--- src/uvep_pkg.sv ---
// Purpose: Shared constants and types for the EPROM programming host
// Assumes: 25 MHz clock, 16K x 8 part driven at pin level
// Notes:   Pin group travels as one packed struct
package uvep_pkg;
   localparam int unsigned ADDR_W        = 14;          // Location inputs width
   localparam int unsigned DATA_W        = 8;           // Byte lines width
   localparam int unsigned CLK_NS        = 40;          // Clock period in ns
   localparam int unsigned PULSE_US      = 100;         // Program pulse width in us
   localparam int unsigned PULSE_CYC     = (PULSE_US * 1000 + CLK_NS - 1) / CLK_NS;
   localparam int unsigned SETTLE_CYC    = 4;           // Access settle time in cycles
   localparam logic [7:0]  MAX_PULSES    = 8'h19;       // Pulse limit per location
   localparam logic [13:0] LAST_LOC      = 14'h3FFF;    // Final location
   localparam logic [13:0] ID_LOC_BASE   = 14'h0200;    // Identification line bit set
   localparam logic [7:0]  ERASED_BYTE   = 8'hFF;       // Erased contents
   localparam logic [12:0] PULSE_CYC_W   = 13'(PULSE_CYC);
   localparam logic [12:0] SETTLE_CYC_W  = 13'(SETTLE_CYC);

   // Pins driven toward the device
   typedef struct packed {
      logic        chip_select_n;
      logic        output_enable_n;
      logic        program_strobe_n;
      logic        vpp_high;        // Programming supply raised
      logic        vcc_raised;      // Core supply at programming level
      logic        id_high_voltage; // Identification voltage on identification_line
      logic [13:0] location_inputs;
      logic [7:0]  byte_lines_out;
      logic [7:0]  byte_lines_oe;
   } uvep_pins_type;

   // Host controller states
   typedef enum logic [8:0] {
      ST_IDLE    = 9'h001,
      ST_READ    = 9'h002,
      ST_PULSE   = 9'h004,
      ST_GAP     = 9'h008,
      ST_VERIFY  = 9'h010,
      ST_NEXT    = 9'h020,
      ST_FINAL   = 9'h040,
      ST_ID      = 9'h080,
      ST_DONE    = 9'h100
   } uvep_state_type;

   // Operations requested by the user side
   typedef enum logic [1:0] {
      OP_READ = 2'h0,
      OP_PROG = 2'h1,
      OP_ID   = 2'h2
   } uvep_op_type;
endpackage

--- src/uvep_host.sv ---
// Purpose: Host that reads, programs and identifies a 16K x 8 UV EPROM
// Assumes: Pins driven directly; byte lines sampled through two flops
// Notes:   Programming writes one source byte to every location
`timescale 1ns/1ps
module uvep_host
   import uvep_pkg::*;
(
   input  wire logic                    clk,
   input  wire logic                    rst_n,
   input  wire logic                    start,        // One-cycle request pulse
   input  wire uvep_pkg::uvep_op_type   op,           // Operation for the request
   input  wire logic [13:0]             loc_in,       // Location for a read
   input  wire logic [7:0]              prog_byte,    // Byte to program everywhere
   input  wire logic [7:0]              byte_lines_in,// Byte lines from the device
   output uvep_pkg::uvep_pins_type      pins,         // Device pin group
   output logic                         busy,         // Operation running
   output logic                         done,         // One-cycle completion pulse
   output logic                         fail,         // Program or parity failure
   output logic [7:0]                   rd_byte,      // Last byte read
   output logic [7:0]                   id_maker,     // Maker byte
   output logic [7:0]                   id_device     // Device byte
);
   // Whole state of the host
   typedef struct packed {
      uvep_state_type state;
      uvep_pins_type  pins;
      logic [12:0]    cnt;
      logic [7:0]     pulses;
      logic [7:0]     data;
      logic           fin;
      logic           busy;
      logic           done;
      logic           fail;
      logic [7:0]     rd;
      logic [7:0]     maker;
      logic [7:0]     dev;
      logic [7:0]     sync1;
      logic [7:0]     sync2;
   } uvep_regs_type;

   uvep_regs_type r_q;   // Registered state
   uvep_regs_type r_d;   // Next state

   // Odd parity check used for both identification bytes
   function automatic logic odd_ok(input logic [7:0] b);
      odd_ok = ^b;
   endfunction

   // Idle pin levels: deselected, outputs off, supplies nominal
   function automatic uvep_pins_type idle_pins();
      uvep_pins_type p;
      p = '0;
      p.chip_select_n    = 1'b1;
      p.output_enable_n  = 1'b1;
      p.program_strobe_n = 1'b1;
      idle_pins = p;
   endfunction

   // Next-state logic
   always_comb begin
      r_d       = r_q;
      r_d.sync1 = byte_lines_in;
      r_d.sync2 = r_q.sync1;
      r_d.done  = 1'b0;
      r_d.cnt   = (r_q.cnt != 13'h0000) ? r_q.cnt - 13'h0001 : 13'h0000;
      case (r_q.state)
         ST_IDLE: begin
            r_d.pins = idle_pins();
            if (start) begin
               r_d.busy = 1'b1;
               r_d.fail = 1'b0;
               r_d.cnt  = SETTLE_CYC_W;
               r_d.pins.chip_select_n   = 1'b0;
               r_d.pins.output_enable_n = 1'b0;
               if (op == OP_PROG) begin
                  r_d.data                   = prog_byte;
                  r_d.fin                    = 1'b0;
                  r_d.pulses                 = 8'h00;
                  r_d.pins                   = idle_pins();
                  r_d.pins.location_inputs   = 14'h0000;
                  r_d.pins.vpp_high          = 1'b1;
                  r_d.pins.vcc_raised        = 1'b1;
                  r_d.state                  = ST_GAP;
               end else if (op == OP_ID) begin
                  r_d.pins.id_high_voltage = 1'b1;
                  r_d.pins.location_inputs = ID_LOC_BASE;
                  r_d.state                = ST_ID;
               end else begin
                  r_d.pins.location_inputs = loc_in;
                  r_d.state                = ST_READ;
               end
            end
         end
         ST_READ: begin
            if (r_q.cnt == 13'h0000) begin
               r_d.rd    = r_q.sync2;
               r_d.state = ST_DONE;
            end
         end
         ST_GAP: begin
            // Select and strobe low with supply raised: program pulse
            if (r_q.cnt == 13'h0000) begin
               r_d.pins.output_enable_n  = 1'b1;
               r_d.pins.byte_lines_out   = r_q.data;
               r_d.pins.byte_lines_oe    = 8'hFF;
               r_d.pins.chip_select_n    = 1'b0;
               r_d.pins.program_strobe_n = 1'b0;
               r_d.pulses                = r_q.pulses + 8'h01;
               // Zero count is the last pulse cycle, so load one less
               r_d.cnt                   = PULSE_CYC_W - 13'h0001;
               r_d.state                 = ST_PULSE;
            end
         end
         ST_PULSE: begin
            if (r_q.cnt == 13'h0000) begin
               r_d.pins.program_strobe_n = 1'b1;
               r_d.pins.byte_lines_oe    = 8'h00;
               r_d.pins.output_enable_n  = 1'b0;
               r_d.cnt                   = SETTLE_CYC_W;
               r_d.state                 = ST_VERIFY;
            end
         end
         ST_VERIFY: begin
            if (r_q.cnt == 13'h0000) begin
               r_d.pins.output_enable_n = 1'b1;
               r_d.pins.chip_select_n   = 1'b1;
               r_d.cnt                  = SETTLE_CYC_W;
               if (r_q.sync2 == r_q.data) begin
                  r_d.pulses = 8'h00;
                  r_d.state  = ST_NEXT;
               // A wanted one that reads as zero can never come back
               end else if (r_q.pulses >= MAX_PULSES || (r_q.data & ~r_q.sync2) != 8'h00) begin
                  r_d.fail  = 1'b1;
                  r_d.state = ST_DONE;
               end else begin
                  r_d.state = ST_GAP;
               end
            end
         end
         ST_NEXT: begin
            if (r_q.pins.location_inputs == LAST_LOC) begin
               r_d.pins                 = idle_pins();
               r_d.pins.chip_select_n   = 1'b0;
               r_d.pins.output_enable_n = 1'b0;
               r_d.pins.location_inputs = 14'h0000;
               r_d.cnt                  = SETTLE_CYC_W;
               r_d.state                = ST_FINAL;
            end else begin
               r_d.pins.location_inputs = r_q.pins.location_inputs + 14'h0001;
               r_d.state                = ST_GAP;
            end
         end
         ST_FINAL: begin
            // Nominal supply re-verify of every location
            if (r_q.cnt == 13'h0000) begin
               r_d.cnt = SETTLE_CYC_W;
               if (r_q.sync2 != r_q.data) begin
                  r_d.fail  = 1'b1;
                  r_d.state = ST_DONE;
               end else if (r_q.pins.location_inputs == LAST_LOC) begin
                  r_d.state = ST_DONE;
               end else begin
                  r_d.pins.location_inputs = r_q.pins.location_inputs + 14'h0001;
               end
            end
         end
         ST_ID: begin
            if (r_q.cnt == 13'h0000) begin
               if (r_q.pins.location_inputs[0] == 1'b0) begin
                  r_d.maker                   = r_q.sync2;
                  r_d.fail                    = ~odd_ok(r_q.sync2);
                  r_d.pins.location_inputs[0] = 1'b1;
                  r_d.cnt                     = SETTLE_CYC_W;
               end else begin
                  r_d.dev   = r_q.sync2;
                  r_d.fail  = r_q.fail | ~odd_ok(r_q.sync2);
                  r_d.state = ST_DONE;
               end
            end
         end
         ST_DONE: begin
            r_d.pins  = idle_pins();
            r_d.busy  = 1'b0;
            r_d.done  = 1'b1;
            r_d.state = ST_IDLE;
         end
         default: begin
            r_d.state = ST_IDLE;
         end
      endcase
   end

   // State register
   always_ff @(posedge clk) begin
      if (!rst_n) begin
         r_q       <= '0;
         r_q.state <= ST_IDLE;
         r_q.pins  <= idle_pins();
      end else begin
         r_q <= r_d;
      end
   end

   assign pins      = r_q.pins;
   assign busy      = r_q.busy;
   assign done      = r_q.done;
   assign fail      = r_q.fail;
   assign rd_byte   = r_q.rd;
   assign id_maker  = r_q.maker;
   assign id_device = r_q.dev;

   // Strobe low only with select low and supply raised
   prog_mode_a: assert property (@(posedge clk) disable iff (!rst_n)
      !r_q.pins.program_strobe_n |-> (!r_q.pins.chip_select_n && r_q.pins.vpp_high))
      else $error("program strobe without select and supply");
   // Byte lines only driven while output enable high
   no_fight_a: assert property (@(posedge clk) disable iff (!rst_n)
      (r_q.pins.byte_lines_oe != 8'h00) |-> r_q.pins.output_enable_n)
      else $error("host drives byte lines while device may drive");
   // Pulse stays low for at least 8 cycles, not its full width
   pulse_len_a: assert property (@(posedge clk) disable iff (!rst_n)
      $fell(r_q.pins.program_strobe_n) |-> !r_q.pins.program_strobe_n [*8])
      else $error("program pulse too short");
   // Verify follows pulse with enable low, strobe high
   verify_lv_a: assert property (@(posedge clk) disable iff (!rst_n)
      $rose(r_q.pins.program_strobe_n) |-> !r_q.pins.output_enable_n
         && !r_q.pins.chip_select_n && r_q.pins.vpp_high)
      else $error("verify levels wrong");
   // Identification keeps other location inputs low
   id_addr_a: assert property (@(posedge clk) disable iff (!rst_n)
      r_q.pins.id_high_voltage |-> (r_q.pins.location_inputs[13:1] == ID_LOC_BASE[13:1]))
      else $error("location inputs not low in identification");
   // Final pass at nominal supply
   final_nom_a: assert property (@(posedge clk) disable iff (!rst_n)
      (r_q.state == ST_FINAL) |-> !r_q.pins.vcc_raised && !r_q.pins.vpp_high)
      else $error("final verify not at nominal supply");
   // Whole byte driven during pulse
   byte_all_a: assert property (@(posedge clk) disable iff (!rst_n)
      !r_q.pins.program_strobe_n |-> r_q.pins.byte_lines_oe == 8'hFF)
      else $error("byte not fully driven");
   // Idle is deselected
   idle_sel_a: assert property (@(posedge clk) disable iff (!rst_n)
      (r_q.state == ST_IDLE && !$past(start)) |-> r_q.pins.chip_select_n)
      else $error("idle host leaves device selected");
endmodule

--- config.mk ---
export PLATFORM = sky130hd
export DESIGN_NAME = uvep_host
export DESIGN_NICKNAME = d
export VERILOG_FILES = /design/src/uvep_pkg.sv /design/src/uvep_host.sv
export SDC_FILE = /design/constraint.sdc
export NUM_CORES = 1
export LEC_CHECK = 0
export ABC_AREA = 0
export BUFFER_PORTS_ARGS = -buffer_cell sky130_fd_sc_hd__buf_2
export CAP_MARGIN = 25
export CORE_MARGIN = 4
export CORE_UTILIZATION = 50
export CTS_CLUSTER_DIAMETER = 40
export DETAILED_ROUTE_END_ITERATION = 10
export GPL_ROUTABILITY_DRIVEN = 1
export PLACE_DENSITY = 0.77
export SKIP_LAST_GASP = 1
export SYNTH_ARGS = -nofsm -noshare
export SYNTH_HDL_FRONTEND = slang
export SYNTH_SLANG_ARGS = --single-unit
--- constraint.sdc ---
create_clock -name clk -period 2.1 [get_ports clk]
set_input_delay 0.105 -clock clk [delete_from_list [all_inputs] [get_ports clk]]
set_output_delay 0.105 -clock clk [all_outputs]
set_load 0.02 [all_outputs]
======== Yosys cells after proc, flatten, opt, wreduce, memory -nomap -nowiden ========
Cells that the tools add are included.
W data, S select, Z words.
operators by class
  eq/ne operators ......................... 31
  bitwise logic cells ..................... 5
  add/subtract/negate cells ............... 3
  order comparisons ....................... 1
  muxes and demuxes ....................... 58
  reduce and logical (&&, ||, !) cells .... 30
operator list
  kind                     count
  $pmux W13 S7             1
  $mux W9                  10
  $mux W76                 1
  $pmux W9 S8              1
  $mux W14                 5
  $mux W13                 4
  $pmux W13 S4             1
  $mux W21                 2
  $pmux W8 S5              1
  $mux W37                 1
  $ne A2 B2 Y1 const B     16
  $pmux W8 S4              1
  $mux W29                 1
  $pmux W8 S3              1
  $mux W17                 1
  $mux W8                  2
  $mux W15                 1
  $pmux W1 S5              3
  $reduce_bool A5 Y1       3
  $add A14 B1 Y14 const B  1
  $eq A14 B14 Y1 const B   1
  $logic_not A13 Y1        1
  $reduce_bool A13 Y1      1
  $sub A13 B1 Y13 const B  1
  45 further kinds         67
storage, ports and cells
  word-level logic and storage cells ...... 150
  input port bits ......................... 35
  bits in registers ....................... 117
  output and inout port bits .............. 63

======== Logic depth before layout (Yosys ltp) ========
Gate-level depths: netlist of the first run.
  depth in word-level cells ............... 8
  gate-level depth with buffers ........... 10
  gate-level depth less buffers ........... 8

======== Worst setup path before layout of the first run ========
No wires, ideal clock.
  kind .................................... register -> register
  start point ............................. register r_q[60] (netlist bit)
  end point ............................... register r_q[110] (netlist bit)
  required time ........................... 1.984 ns
  data arrival time ....................... 1.928 ns
  path buffers ............................ 1
  slack ................................... 0.056 ns
  cell stages (with the launch flop) ...... 10
  period minus slack after synthesis ...... 2.044 ns
  library setup time ...................... 0.116 ns
  cells stage by stage .................... dfxtp_1 -> inv_1 -> ha_1 -> nor3b_2 -> and4_1 -> buf_4 -> nand2_1 -> a221oi_1 -> nand2_1 -> a31o_2
between the ends
  word-level cells in the longest chain between the ends .. 3
  elaborated cells between the ends (all ways) .. 8
  classes of those cells .................. eq/ne (6); reduce/logical (2)
ends and longest elaborated chain
  item                           line              text
  from (decl)                    uvep_host.sv:41   uvep_regs_type r_q;
  from (signal assigned)         uvep_host.sv:200  r_q <= r_d;
  $logic_not A13 Y1 *            -
  $ne A2 B2 Y1 (no line)         -
  $reduce_and A9 Y1 (no line) *  -
Mark *: on every way between the ends. The rest lies on a longest branch, timed or not.
A chain may end at the register's enable or synchronous reset.

======== Worst setup path after layout of the first run ========
  start point ............................. register r_q[5] (netlist bit)
  end point ............................... register r_q[113] (netlist bit)
between the ends
  word-level cells in the longest chain between the ends .. 4
  elaborated cells between the ends (all ways) .. 9
  classes of those cells .................. eq/ne (3); mux (5); reduce/logical (1)
ends and longest elaborated chain
  item                                          line                                text
  $ne A8 B8 Y1 or $eq A8 B8 Y1 (tied branches)  uvep_host.sv:157, uvep_host.sv:128
  $mux W9 (on tied branches)                    uvep_host.sv:157, uvep_host.sv:128
  $mux W9 or $mux W11 (tied branches)           uvep_host.sv:155, uvep_host.sv:124
  $pmux W9 S8                                   uvep_host.sv:66                     case (r_q.state)
Parallel ways exist; a longest one is shown, timed or not. The select of a mux whose other input is x is not followed.

==> results of run 1 <==
[cells by family (layout without fill, tap and decap cells)]
logic type      Yosys count  count (layout)  synth area share, %
fa+ha+maj                17              17                3.542
flops                   109             109                36.33
simple gates            286             286                25.46
compound gates          151             151                17.27
buf+inv                 114             253                12.15
mux                      12              12                2.042
xor+xnor                 22              22                3.208
[stage by stage]
step           hold WS, ns  power [mW]  TNS (ns)  instances  cell area (um^2)
4_1_cts           0.003257       8.110         0        990              7326
3_3_place_gp        0.3117       6.129         0        959              6823
3_5_place_dp        0.3187       6.209   -0.2317        959              6823
2_1_floorplan       0.2323       4.976         0        711              6006
6_report           0.01152       8.430         0        993              7521
5_1_grt           0.009818       8.900   -0.5405        993              7521
[area by class of cell]
class / instances / share of cell area [%]
multi-input combinational: 488 / 43.35
sequential: 109 / 29.33
timing repair buffer: 220 / 20.15
clock buffer: 11 / 3.227
tap: 143 / 2.379
inverter: 19 / 0.9483
clock inverter: 3 / 0.6155
[worst max-delay path: cells and delay by family, from the launching register on]
kind | cells | cell delay, ns
buffers and inverters | 2 | 0.18
AOI/OAI and AO/OA | 2 | 0.45
DFF | 1 | 0.35
adders and majority gates | 1 | 0.29
and+or+nand+nor | 4 | 0.76
[placed cells by master (no fill, tap or decap), types with 11 or more instances in the layout]
cell	instances
nand3_1	31
inv_1	14
and2_1	21
a21oi_1	47
nand2_1	87
xor2_1	13
nand4_1	11
dlygate4sd3_1	13
o21ai_0	22
dfxtp_2	16
nor3_1	13
ha_1	16
nor2_1	51
buf_4	101
dfxtp_1	92
buf_2	97
[worst min-delay path by stage]
stage,startpoint,to,slack (ns),depth (start not counted)
global route,prog_byte[5],r_q[49],0.01,3
CTS,prog_byte[1],r_q[45],0.003,3
floorplan,byte_lines_in[0],r_d[0],0.23,1
finish,prog_byte[1],r_q[45],0.01,3
detailed placement,byte_lines_in[7],r_d[7],0.32,2
global placement,byte_lines_in[7],r_d[7],0.31,2
[metal layers]
layer | vias up | part of all wire, % | global-route usage [%]
met4 | 0 | 2.8 | 9.524
met3 | 37 | 5.6 | 4.325
met1 | 2682 | 42 | 29.67
li1 | 2698 | - | -
met5 | - | 0 | 0
met2 | 230 | 50 | 41.94
[state kept, by name, indices dropped and copies added, names as in the netlist]
name	count
id_device	8
busy	1
pins	28
r_d	8
rd_byte	8
id_maker	8
done	1
r_q	46
fail	1
[cell usage after synthesis, types with 3 or more instances]
master,n
nor3_2,4
nand2_1,89
a22oi_1,8
nor2_1,55
a21oi_1,51
a311oi_1,3
o21ai_0,24
o21ai_1,3
and2_1,21
o21a_1,4
clkbuf_1,14
xnor2_1,9
nand2b_1,3
nor4_1,3
nor4_2,3
nand3_1,31
buf_4,63
or3_1,6
dfxtp_1,109
buf_6,7
or2_2,3
nor3_1,15
mux2i_1,10
o211a_1,4
nand4_1,11
o31a_1,3
nand4b_1,5
ha_1,17
xor2_1,13
nor2b_1,4
and3_1,9
a21oi_2,7
inv_1,18
nor3_4,4
a211oi_1,5
buf_2,10
o22ai_1,10
[power by group through the flow]
| stage | sequential [mW] | clock [mW] | combinational (mW) |
|---|---|---|---|
| floorplan | 2.54 | 0 | 2.44 |
| global placement | 2.56 | 0 | 3.57 |
| detailed placement | 2.57 | 0 | 3.63 |
| CTS | 2.55 | 1.73 | 3.84 |
| global route | 2.58 | 1.80 | 4.52 |
| finish | 2.56 | 1.71 | 4.16 |
[timing repair]
item	4_1_cts	5_1_grt
setup buffers	5	2
resized for setup	25	37
pin swaps	11	16
hold buffers	13	0
setup endpoints to repair	12	53
gates cloned	0	1
endpoints found under the hold margin	13	0
==> results by group, run 1 <==
Outcome
  – Status: completed

Critical path
  – Reg-to-reg endpoint: r_q[113]
  – CP arrival: 2.38 ns
  – Critical path peak fanout: 4
  – Crit path cell chain: inv_1 -> ha_1 -> nand4_1 -> nor2_2 -> and3_4 -> buf_4 -> a221o_1 -> or3_1 -> a21oi_2
  – Kind of start point of the critical path: flop
  – Worst r2r path cells: 9
  – Slowest-stage cell, CP: or3_1
  – CP endpoint: r_q[113]
  – Worst path max stage delay: 0.37 ns
  – Crit path required time: 2.39 ns
  – Setup crit end kind: flop
  – Worst setup path startpoint: r_q[5]
  – Reg2reg start: r_q[5]
  – Flop2flop setup slack: 0.01 ns
  – WS Path Type: flop to flop

Yosys
  – Synthesized flop and latch total: 109
  – Cells after synthesis: 711
  – Synth area leaders: dfxtp_1 36%, buf_4 7.9%, nand2_1 5.6%
  – Sequential cell area fraction in the yosys report: 36.33%
  – Asr flop ratio synth: 0%
  – Yosys warning total: 0
  – Leading area contributor after synthesis: dfxtp_1
  – Mapped cell area: 0.006006 mm^2
  – Yosys top cell area share: 36.33%
  – Syn_area_per_cell: 8.447 um^2
  – EDFF count, synth: 0
  – Post-synth top flop: dfxtp_1
  – Syn Nets: 763
  – Yosys cell types: 79

Place
  – Detail Placement HPWL: 12770 um
  – PortBufs: 97
  – Routability Congestion: 0.9022
  – Setup slack at placement: -0.05973 ns

STA
  – Hold Fails Final Rpt: 0
  – Slew @ Worst Pin: 0.4550 ns
  – Slew HR: 69.67%
  – Final worst setup slack: 0.01148 ns
  – Slew Limit Fails: 0
  – Setup-failing EPs final: 0
  – Worst Skew: 0.01128 ns
  – Crit path time final: 2.089 ns
  – Final period utilization: 99.45%
  – RSZ-0062 raised after global routing: true
  – Max Clock Freq: 478.8 MHz

Layout
  – Final core utilization: 65.03%
  – Synthesis-to-layout area growth: 25.23%
  – N_diodes: 0
  – Area occupied by multi-input gates: 0.003261 mm^2
  – Fin nets: 899
  – Filler instances: 946
  – Layout cells sized above 1: 36.71%
  – FF+latch area: 0.002206 mm^2

Min path
  – Worst hold path class: primary input to flop

Global route
  – Pin count of the biggest net entering global routing: 42
  – Total GRT Usage: 24.14%
  – First-pass GRT wire length: 27310 um
  – Vias in the first global route: 5475
  – Initial antenna violation count: 0
  – Gr ovfl total: 0

Pwr
  – LEAKAGE: 3.236 nW
  – Psw: 3.263 mW
  – Clk pwr share: 20.3%
  – Internal: 5.167 mW
  – Switching portion of total power: 38.71%
  – Combinational share of power: 49.3%
  – PD cells: 1121 mW/mm^2
  – Peak VDD IR: 0.7229 mV
  – Register share of total power: 30.3%

CTS
  – Root Buffer Master: clkbuf_16
  – Worst-skew pair later-pin latency: 0.36 ns
  – CTS clock-pin slew for the worst setup and hold paths: 0.07 ns
  – H-tree depth: 3
  – CTS tree: done
  – Clock tree sinks: 109
  – CTS buffer count: 9
  – Max Buffers Root-to-Sink: 2

Routing
  – Drt total wl: 17210 um
  – Via density: 5.687
  – Final ANT Viol Nets: 0
  – Via count: 5647
  – # DRC: 0
  – 1st-pass router iterations: 6
  – Drt initial violations: 426
  – Routed len/inst: 17.33 um

Die
  – Core box area: 0.01156 mm^2
  – Die Y: 117.6 um
  – Initial core utilization: 51.93%
  – I/O pin total: 98
  – Die Area: 0.01383 mm^2
  – Rows: 39
  – Die X: 117.6 um

Job
  – Max cap viols: 0
Power figures use the tool's default switching activity.
==> inputs of run 2 (changes only) <==
- CTS_BUF_LIST: default -> sky130_fd_sc_hd__clkbuf_8
- MAX_ROUTING_LAYER: default -> met4
==> run 2 against run 1 <==
Against the previous run: clock power decreased by 26%; critical path type unchanged; register-to-register slack about the same; worst hold slack improved by 0.0042 ns; largest power group unchanged; cell count increased by 0.30%; sequential share of layout area increased by 0.48 points.
==> results by group, run 2 (synthesis results as in run 1) <==
STA
  – RSZ-0062 raised after global routing: true
  – Max Clock Freq: 480.3 MHz
  – Final period utilization: 99.14%
  – Worst hold margin: 0.01572 ns
  – Hold Fails Final Rpt: 0
  – Final TNS setup: 0 ns
  – Worst Skew: 0.01749 ns
  – Setup-failing EPs final: 0
  – Crit path time final: 2.082 ns
  – Slew Limit Fails: 0
  – Slew @ Worst Pin: 0.4188 ns
  – Final worst setup slack: 0.01807 ns
  – Slew HR: 72.08%

Layout
  – Post-route cell area: 0.007403 mm^2
  – Filler instances: 991
  – Commonest non-fill, non-tap cells in the layout: 98 x buf_4, 97 x buf_2, 91 x dfxtp_1, 87 x nand2_1, 53 x nor2_1
  – N_diodes: 0
  – Fin nets: 900
  – Synthesis-to-layout area growth: 23.27%
  – Largest regs: r_q x46, pins x28
  – Final core utilization: 64.02%
  – Layout cells sized above 1: 35.29%
  – Most common cell after layout, fill and taps aside: buf_4
  – Max reg flops: 46
  – Largest Register: r_q
  – Final Non-Filler Cells: 996

Critical path
  – Crit path required time: 2.43 ns
  – Worst path bufs/invs: 2
  – Kind of start point of the critical path: flop
  – WS Path Type: flop to flop
  – Critical path peak fanout: 4
  – Worst path max stage delay: 0.39 ns
  – CP arrival: 2.41 ns
  – Reg2reg start: r_q[109]
  – CP top delay family: simple AND/OR/NAND/NOR gates
  – Flop2flop setup slack: 0.02 ns
  – Crit path cell chain: buf_4 -> nor2b_1 -> and3_1 -> nor2b_1 -> buf_4 -> a221o_1 -> or3_4 -> a21oi_2
  – Slowest-stage cell, CP: or3_4
  – Setup crit end kind: flop
  – Worst r2r path cells: 8
  – Reg-to-reg endpoint: r_q[113]

Place
  – Detail Placement HPWL: 12550 um
  – Setup slack at placement: -0.01765 ns
  – PortBufs: 97
  – Routability Congestion: 0.9637
  – Placed Cells incl. Taps: 954
  – Placed Instance Area: 0.006823 mm^2

Pwr
  – Psw: 3.193 mW
  – Overall power: 7.861 mW
  – PD cells: 1062 mW/mm^2
  – LEAKAGE: 3.192 nW
  – Switching portion of total power: 40.62%
  – Combinational share of power: 51.6%
  – Peak VDD IR: 0.7458 mV
  – Register share of total power: 32.3%
  – Internal: 4.667 mW
  – Clk pwr share: 16.1%

Global route
  – Vias in the first global route: 5446
  – Total GRT Usage: 24.90%
  – Gr ovfl total: 0
  – First-pass GRT wire length: 27700 um
  – Pin count of the biggest net entering global routing: 35
  – Initial antenna violation count: 0

Outcome
  – Status: completed

Die
  – Rows: 39
  – Core box area: 0.01156 mm^2
  – Die X: 117.6 um
  – Initial core utilization: 51.93%
  – I/O pin total: 98
  – Die Area: 0.01383 mm^2
  – Die Y: 117.6 um

Routing
  – Via density: 5.596
  – 1st-pass router iterations: 5
  – Drt total wl: 16880 um
  – Final ANT Viol Nets: 0
  – Via count: 5574
  – # DRC: 0
  – Drt initial violations: 462
  – Routed len/inst: 16.95 um

CTS
  – Worst-skew pair later-pin latency: 0.40 ns
  – CTS tree: done
  – Clock tree sinks: 109
  – CTS buffer count: 9
  – H-tree depth: 3
  – Max Buffers Root-to-Sink: 2
  – CTS clock-pin slew for the worst setup and hold paths: 0.12 ns
  – Root Buffer Master: clkbuf_8

Min path
  – Hold EP: pins[24]
  – Worst hold path class: primary input to flop
  – Hold_sp: loc_in[8]
  – Worst hold stages: 3

Job
  – Max cap viols: 0
## run 2: what timing repair did
item                                    CTS  global route
hold buffers                             19             0
buffers inserted                          1             6
resized for setup                         4            46
endpoints found under the hold margin    19             0
pin swaps                                 2            10
cloned                                    0             0
endpoints found under the setup margin    6            58
## run 2: area by class of cell
cell class	instances	area [um^2]	area share, %
clock inverters	6	55.05	0.7436
multi-input cells	488	3207	43.32
clock buffers	10	137.6	1.859
inverters	19	71.32	0.9633
well taps	143	178.9	2.417
flip-flops and latches	109	2207	29.81
repair buffers	221	1546	20.89
## run 2: how the worst max path moves through the flow
stage	start	endpoint	slack [ns]	cells after the start
after floorplan	r_q[60]	r_q[110]	0.06	9
after global placement	r_q[114]	r_q[62]	0.03	6
after detailed placement	r_q[113]	r_q[113]	-0.02	7
after CTS	r_q[109]	pins[17]	0.0001	7
after global routing	r_q[113]	r_q[111]	-0.10	8
final	r_q[109]	r_q[113]	0.02	8
## run 2: worst register-to-register path, cell delays in order, from the launching register on
cell     delay, ns
dfxtp_1       0.34
buf_4         0.15
nor2b_1       0.17
and3_1        0.22
nor2b_1       0.17
buf_4         0.15
a221o_1       0.31
or3_4         0.39
a21oi_2       0.13
## run 2: per-layer routing
layer,vias to the layer above,wire length (um),track usage [%]
met2,208,8399,41.18
li1,2707,-,-
met4,0,376,7.033
met3,34,1048,6.487
met1,2625,7057,30.19
met5,-,0,-
## run 2: power groups by stage
| stage | sequential, mW | clock (mW) | combinational, mW |
|---|---|---|---|
| after floorplan | 2.54 | 0 | 2.44 |
| after global placement | 2.55 | 0 | 3.62 |
| after detailed placement | 2.57 | 0 | 3.66 |
| after CTS | 2.52 | 1.29 | 3.75 |
| after global routing | 2.57 | 1.38 | 4.40 |
| final | 2.54 | 1.27 | 4.06 |
==> inputs of run 3 (changes only) <==
- RECOVER_POWER: default -> 100
==> run 3 against run 2 <==
Against the previous run: critical path depth is the same; global-route usage unchanged; maximum frequency unchanged; largest cell class unchanged; critical path type unchanged.
==> results by group, run 3 (synthesis results as in run 1) <==
STA
  – RSZ-0062 raised after global routing: true
  – Hold Fails Final Rpt: 0
  – Max Clock Freq: 480.3 MHz
  – Slew @ Worst Pin: 0.4188 ns
  – Slew Limit Fails: 0
  – Worst Skew: 0.01749 ns
  – Slew HR: 72.08%
  – Final period utilization: 99.14%
  – Crit path time final: 2.082 ns
  – Setup-failing EPs final: 0

Layout
  – Commonest non-fill, non-tap cells in the layout: 98 x buf_4, 97 x buf_2, 91 x dfxtp_1, 87 x nand2_1, 53 x nor2_1
  – N_diodes: 0
  – Synthesis-to-layout area growth: 23.27%
  – Filler instances: 991
  – Layout cells sized above 1: 35.29%
  – Fin nets: 900
  – Largest regs: r_q x46, pins x28
  – Post-route cell area: 0.007403 mm^2
  – Most common cell after layout, fill and taps aside: buf_4
  – Max reg flops: 46
  – Largest Register: r_q

Job
  – Max cap viols: 0

Place
  – Placed Instance Area: 0.006823 mm^2
  – Detail Placement HPWL: 12550 um
  – PortBufs: 97
  – Routability Congestion: 0.9637

Routing
  – Met1 WL: 7053 um
  – Met2 wire len: 8397 um
  – Drt initial violations: 462
  – Via count: 5575
  – Final ANT Viol Nets: 0
  – Top Layer Used: met4
  – Routed len/inst: 16.95 um
  – Via density: 5.597
  – Met3 wire len: 1052 um
  – # DRC: 0
  – Drt total wl: 16880 um
  – 1st-pass router iterations: 5

Global route
  – First-pass GRT wire length: 27700 um
  – Initial antenna violation count: 0
  – Gr ovfl total: 0
  – Total GRT Usage: 24.90%
  – Vias in the first global route: 5446
  – Pin count of the biggest net entering global routing: 35

Min path
  – Worst hold stages: 3
  – Worst hold path class: primary input to flop

Outcome
  – Status: completed

Pwr
  – LEAKAGE: 3.192 nW
  – PD cells: 1062 mW/mm^2
  – Overall power: 7.861 mW
  – Peak VDD IR: 0.7458 mV

CTS
  – CTS buffer count: 9
  – Root Buffer Master: clkbuf_8
  – CTS clock-pin slew for the worst setup and hold paths: 0.12 ns
  – Worst-skew pair later-pin latency: 0.40 ns
  – H-tree depth: 3
  – Clock tree sinks: 109
  – CTS tree: done
  – Max Buffers Root-to-Sink: 2

Die
  – Initial core utilization: 51.93%
  – Rows: 39
  – Die Y: 117.6 um
  – Core box area: 0.01156 mm^2
  – Die Area: 0.01383 mm^2
  – I/O pin total: 98
  – Die X: 117.6 um

Critical path
  – Crit path cell chain: buf_4 -> nor2b_1 -> and3_1 -> nor2b_1 -> buf_4 -> a221o_1 -> or3_4 -> a21oi_2
  – Critical path peak fanout: 4
  – CP arrival: 2.41 ns
  – Worst path max stage delay: 0.39 ns
  – Slowest-stage cell, CP: or3_4
  – Worst r2r path cells: 8
  – Crit path required time: 2.43 ns
  – WS Path Type: flop to flop
  – Kind of start point of the critical path: flop
  – Setup crit end kind: flop
-- run 3: cell counts in the layout (fill, tap and decap cells not counted) --
Identical to the previous run, type by type.
-- run 3: final timing paths --
| check | from | to | slack, ns |
|---|---|---|---|
| max | r_q[109] | r_q[113] | 0.02 |
| min reg2reg | r_d[7] | r_q[7] | 0.44 |
| max reg2reg | r_q[109] | r_q[113] | 0.02 |
| min | loc_in[8] | pins[24] | 0.02 |
-- run 3: repair_timing --
item | CTS | global route
pin swaps | 2 | 10
endpoints found under the hold margin | 19 | 0
gates resized for setup | 4 | 46
buffers inserted | 1 | 6
hold buffers | 19 | 0
setup endpoints to repair | 6 | 58
-- run 3: metrics by stage --
step / worst slack (ns) / hold slack [ns] / utilization (%) / TNS (ns) / cells
floorplan: 0.05602 / 0.2323 / - / 0 / 711
global placement: 0.03016 / 0.3100 / 59.00 / 0 / 954
detailed placement: -0.01765 / 0.3167 / 59.00 / -0.02003 / 954
CTS: 0.0001124 / 0.004421 / 62.45 / 0 / 990
global route: -0.1045 / 0.02199 / 64.02 / -0.2900 / 996
finish: 0.01807 / 0.01569 / 64.02 / 0 / 996
-- run 3: metal layers --
| metal | track usage [%] | vias up |
|---|---|---|
| li1 | - | 2707 |
| met1 | 30.19 | 2624 |
| met2 | 41.18 | 210 |
| met3 | 6.487 | 34 |
| met4 | 7.033 | 0 |
| met5 | - | - |
-- run 3: power breakdown --
group | internal [mW] | leakage (nW) | switching, mW
combinational | 1.88 | 2.21 | 2.18
clock | 0.484 | 0.0925 | 0.782
sequential | 2.31 | 0.894 | 0.233
total | 4.67 | 3.19 | 3.19
-- run 3: critical path: cells and delay by family, from the launching register on --
family | cells | cell delay [ns]
flip-flops | 1 | 0.34
AO/OA/AOI/OAI | 2 | 0.43
AND/OR/NAND/NOR | 4 | 0.95
buffers and inverters | 2 | 0.30
-- run 3: area by class of cell --
cell class | instances | area, um^2 | share of cell area [%]
timing repair buffer | 221 | 1546 | 20.89
tap | 143 | 178.9 | 2.417
clock inverter | 6 | 55.05 | 0.7436
clock buffer | 10 | 137.6 | 1.859
inverter | 19 | 71.32 | 0.9633
sequential | 109 | 2207 | 29.81
multi-input combinational | 488 | 3207 | 43.32
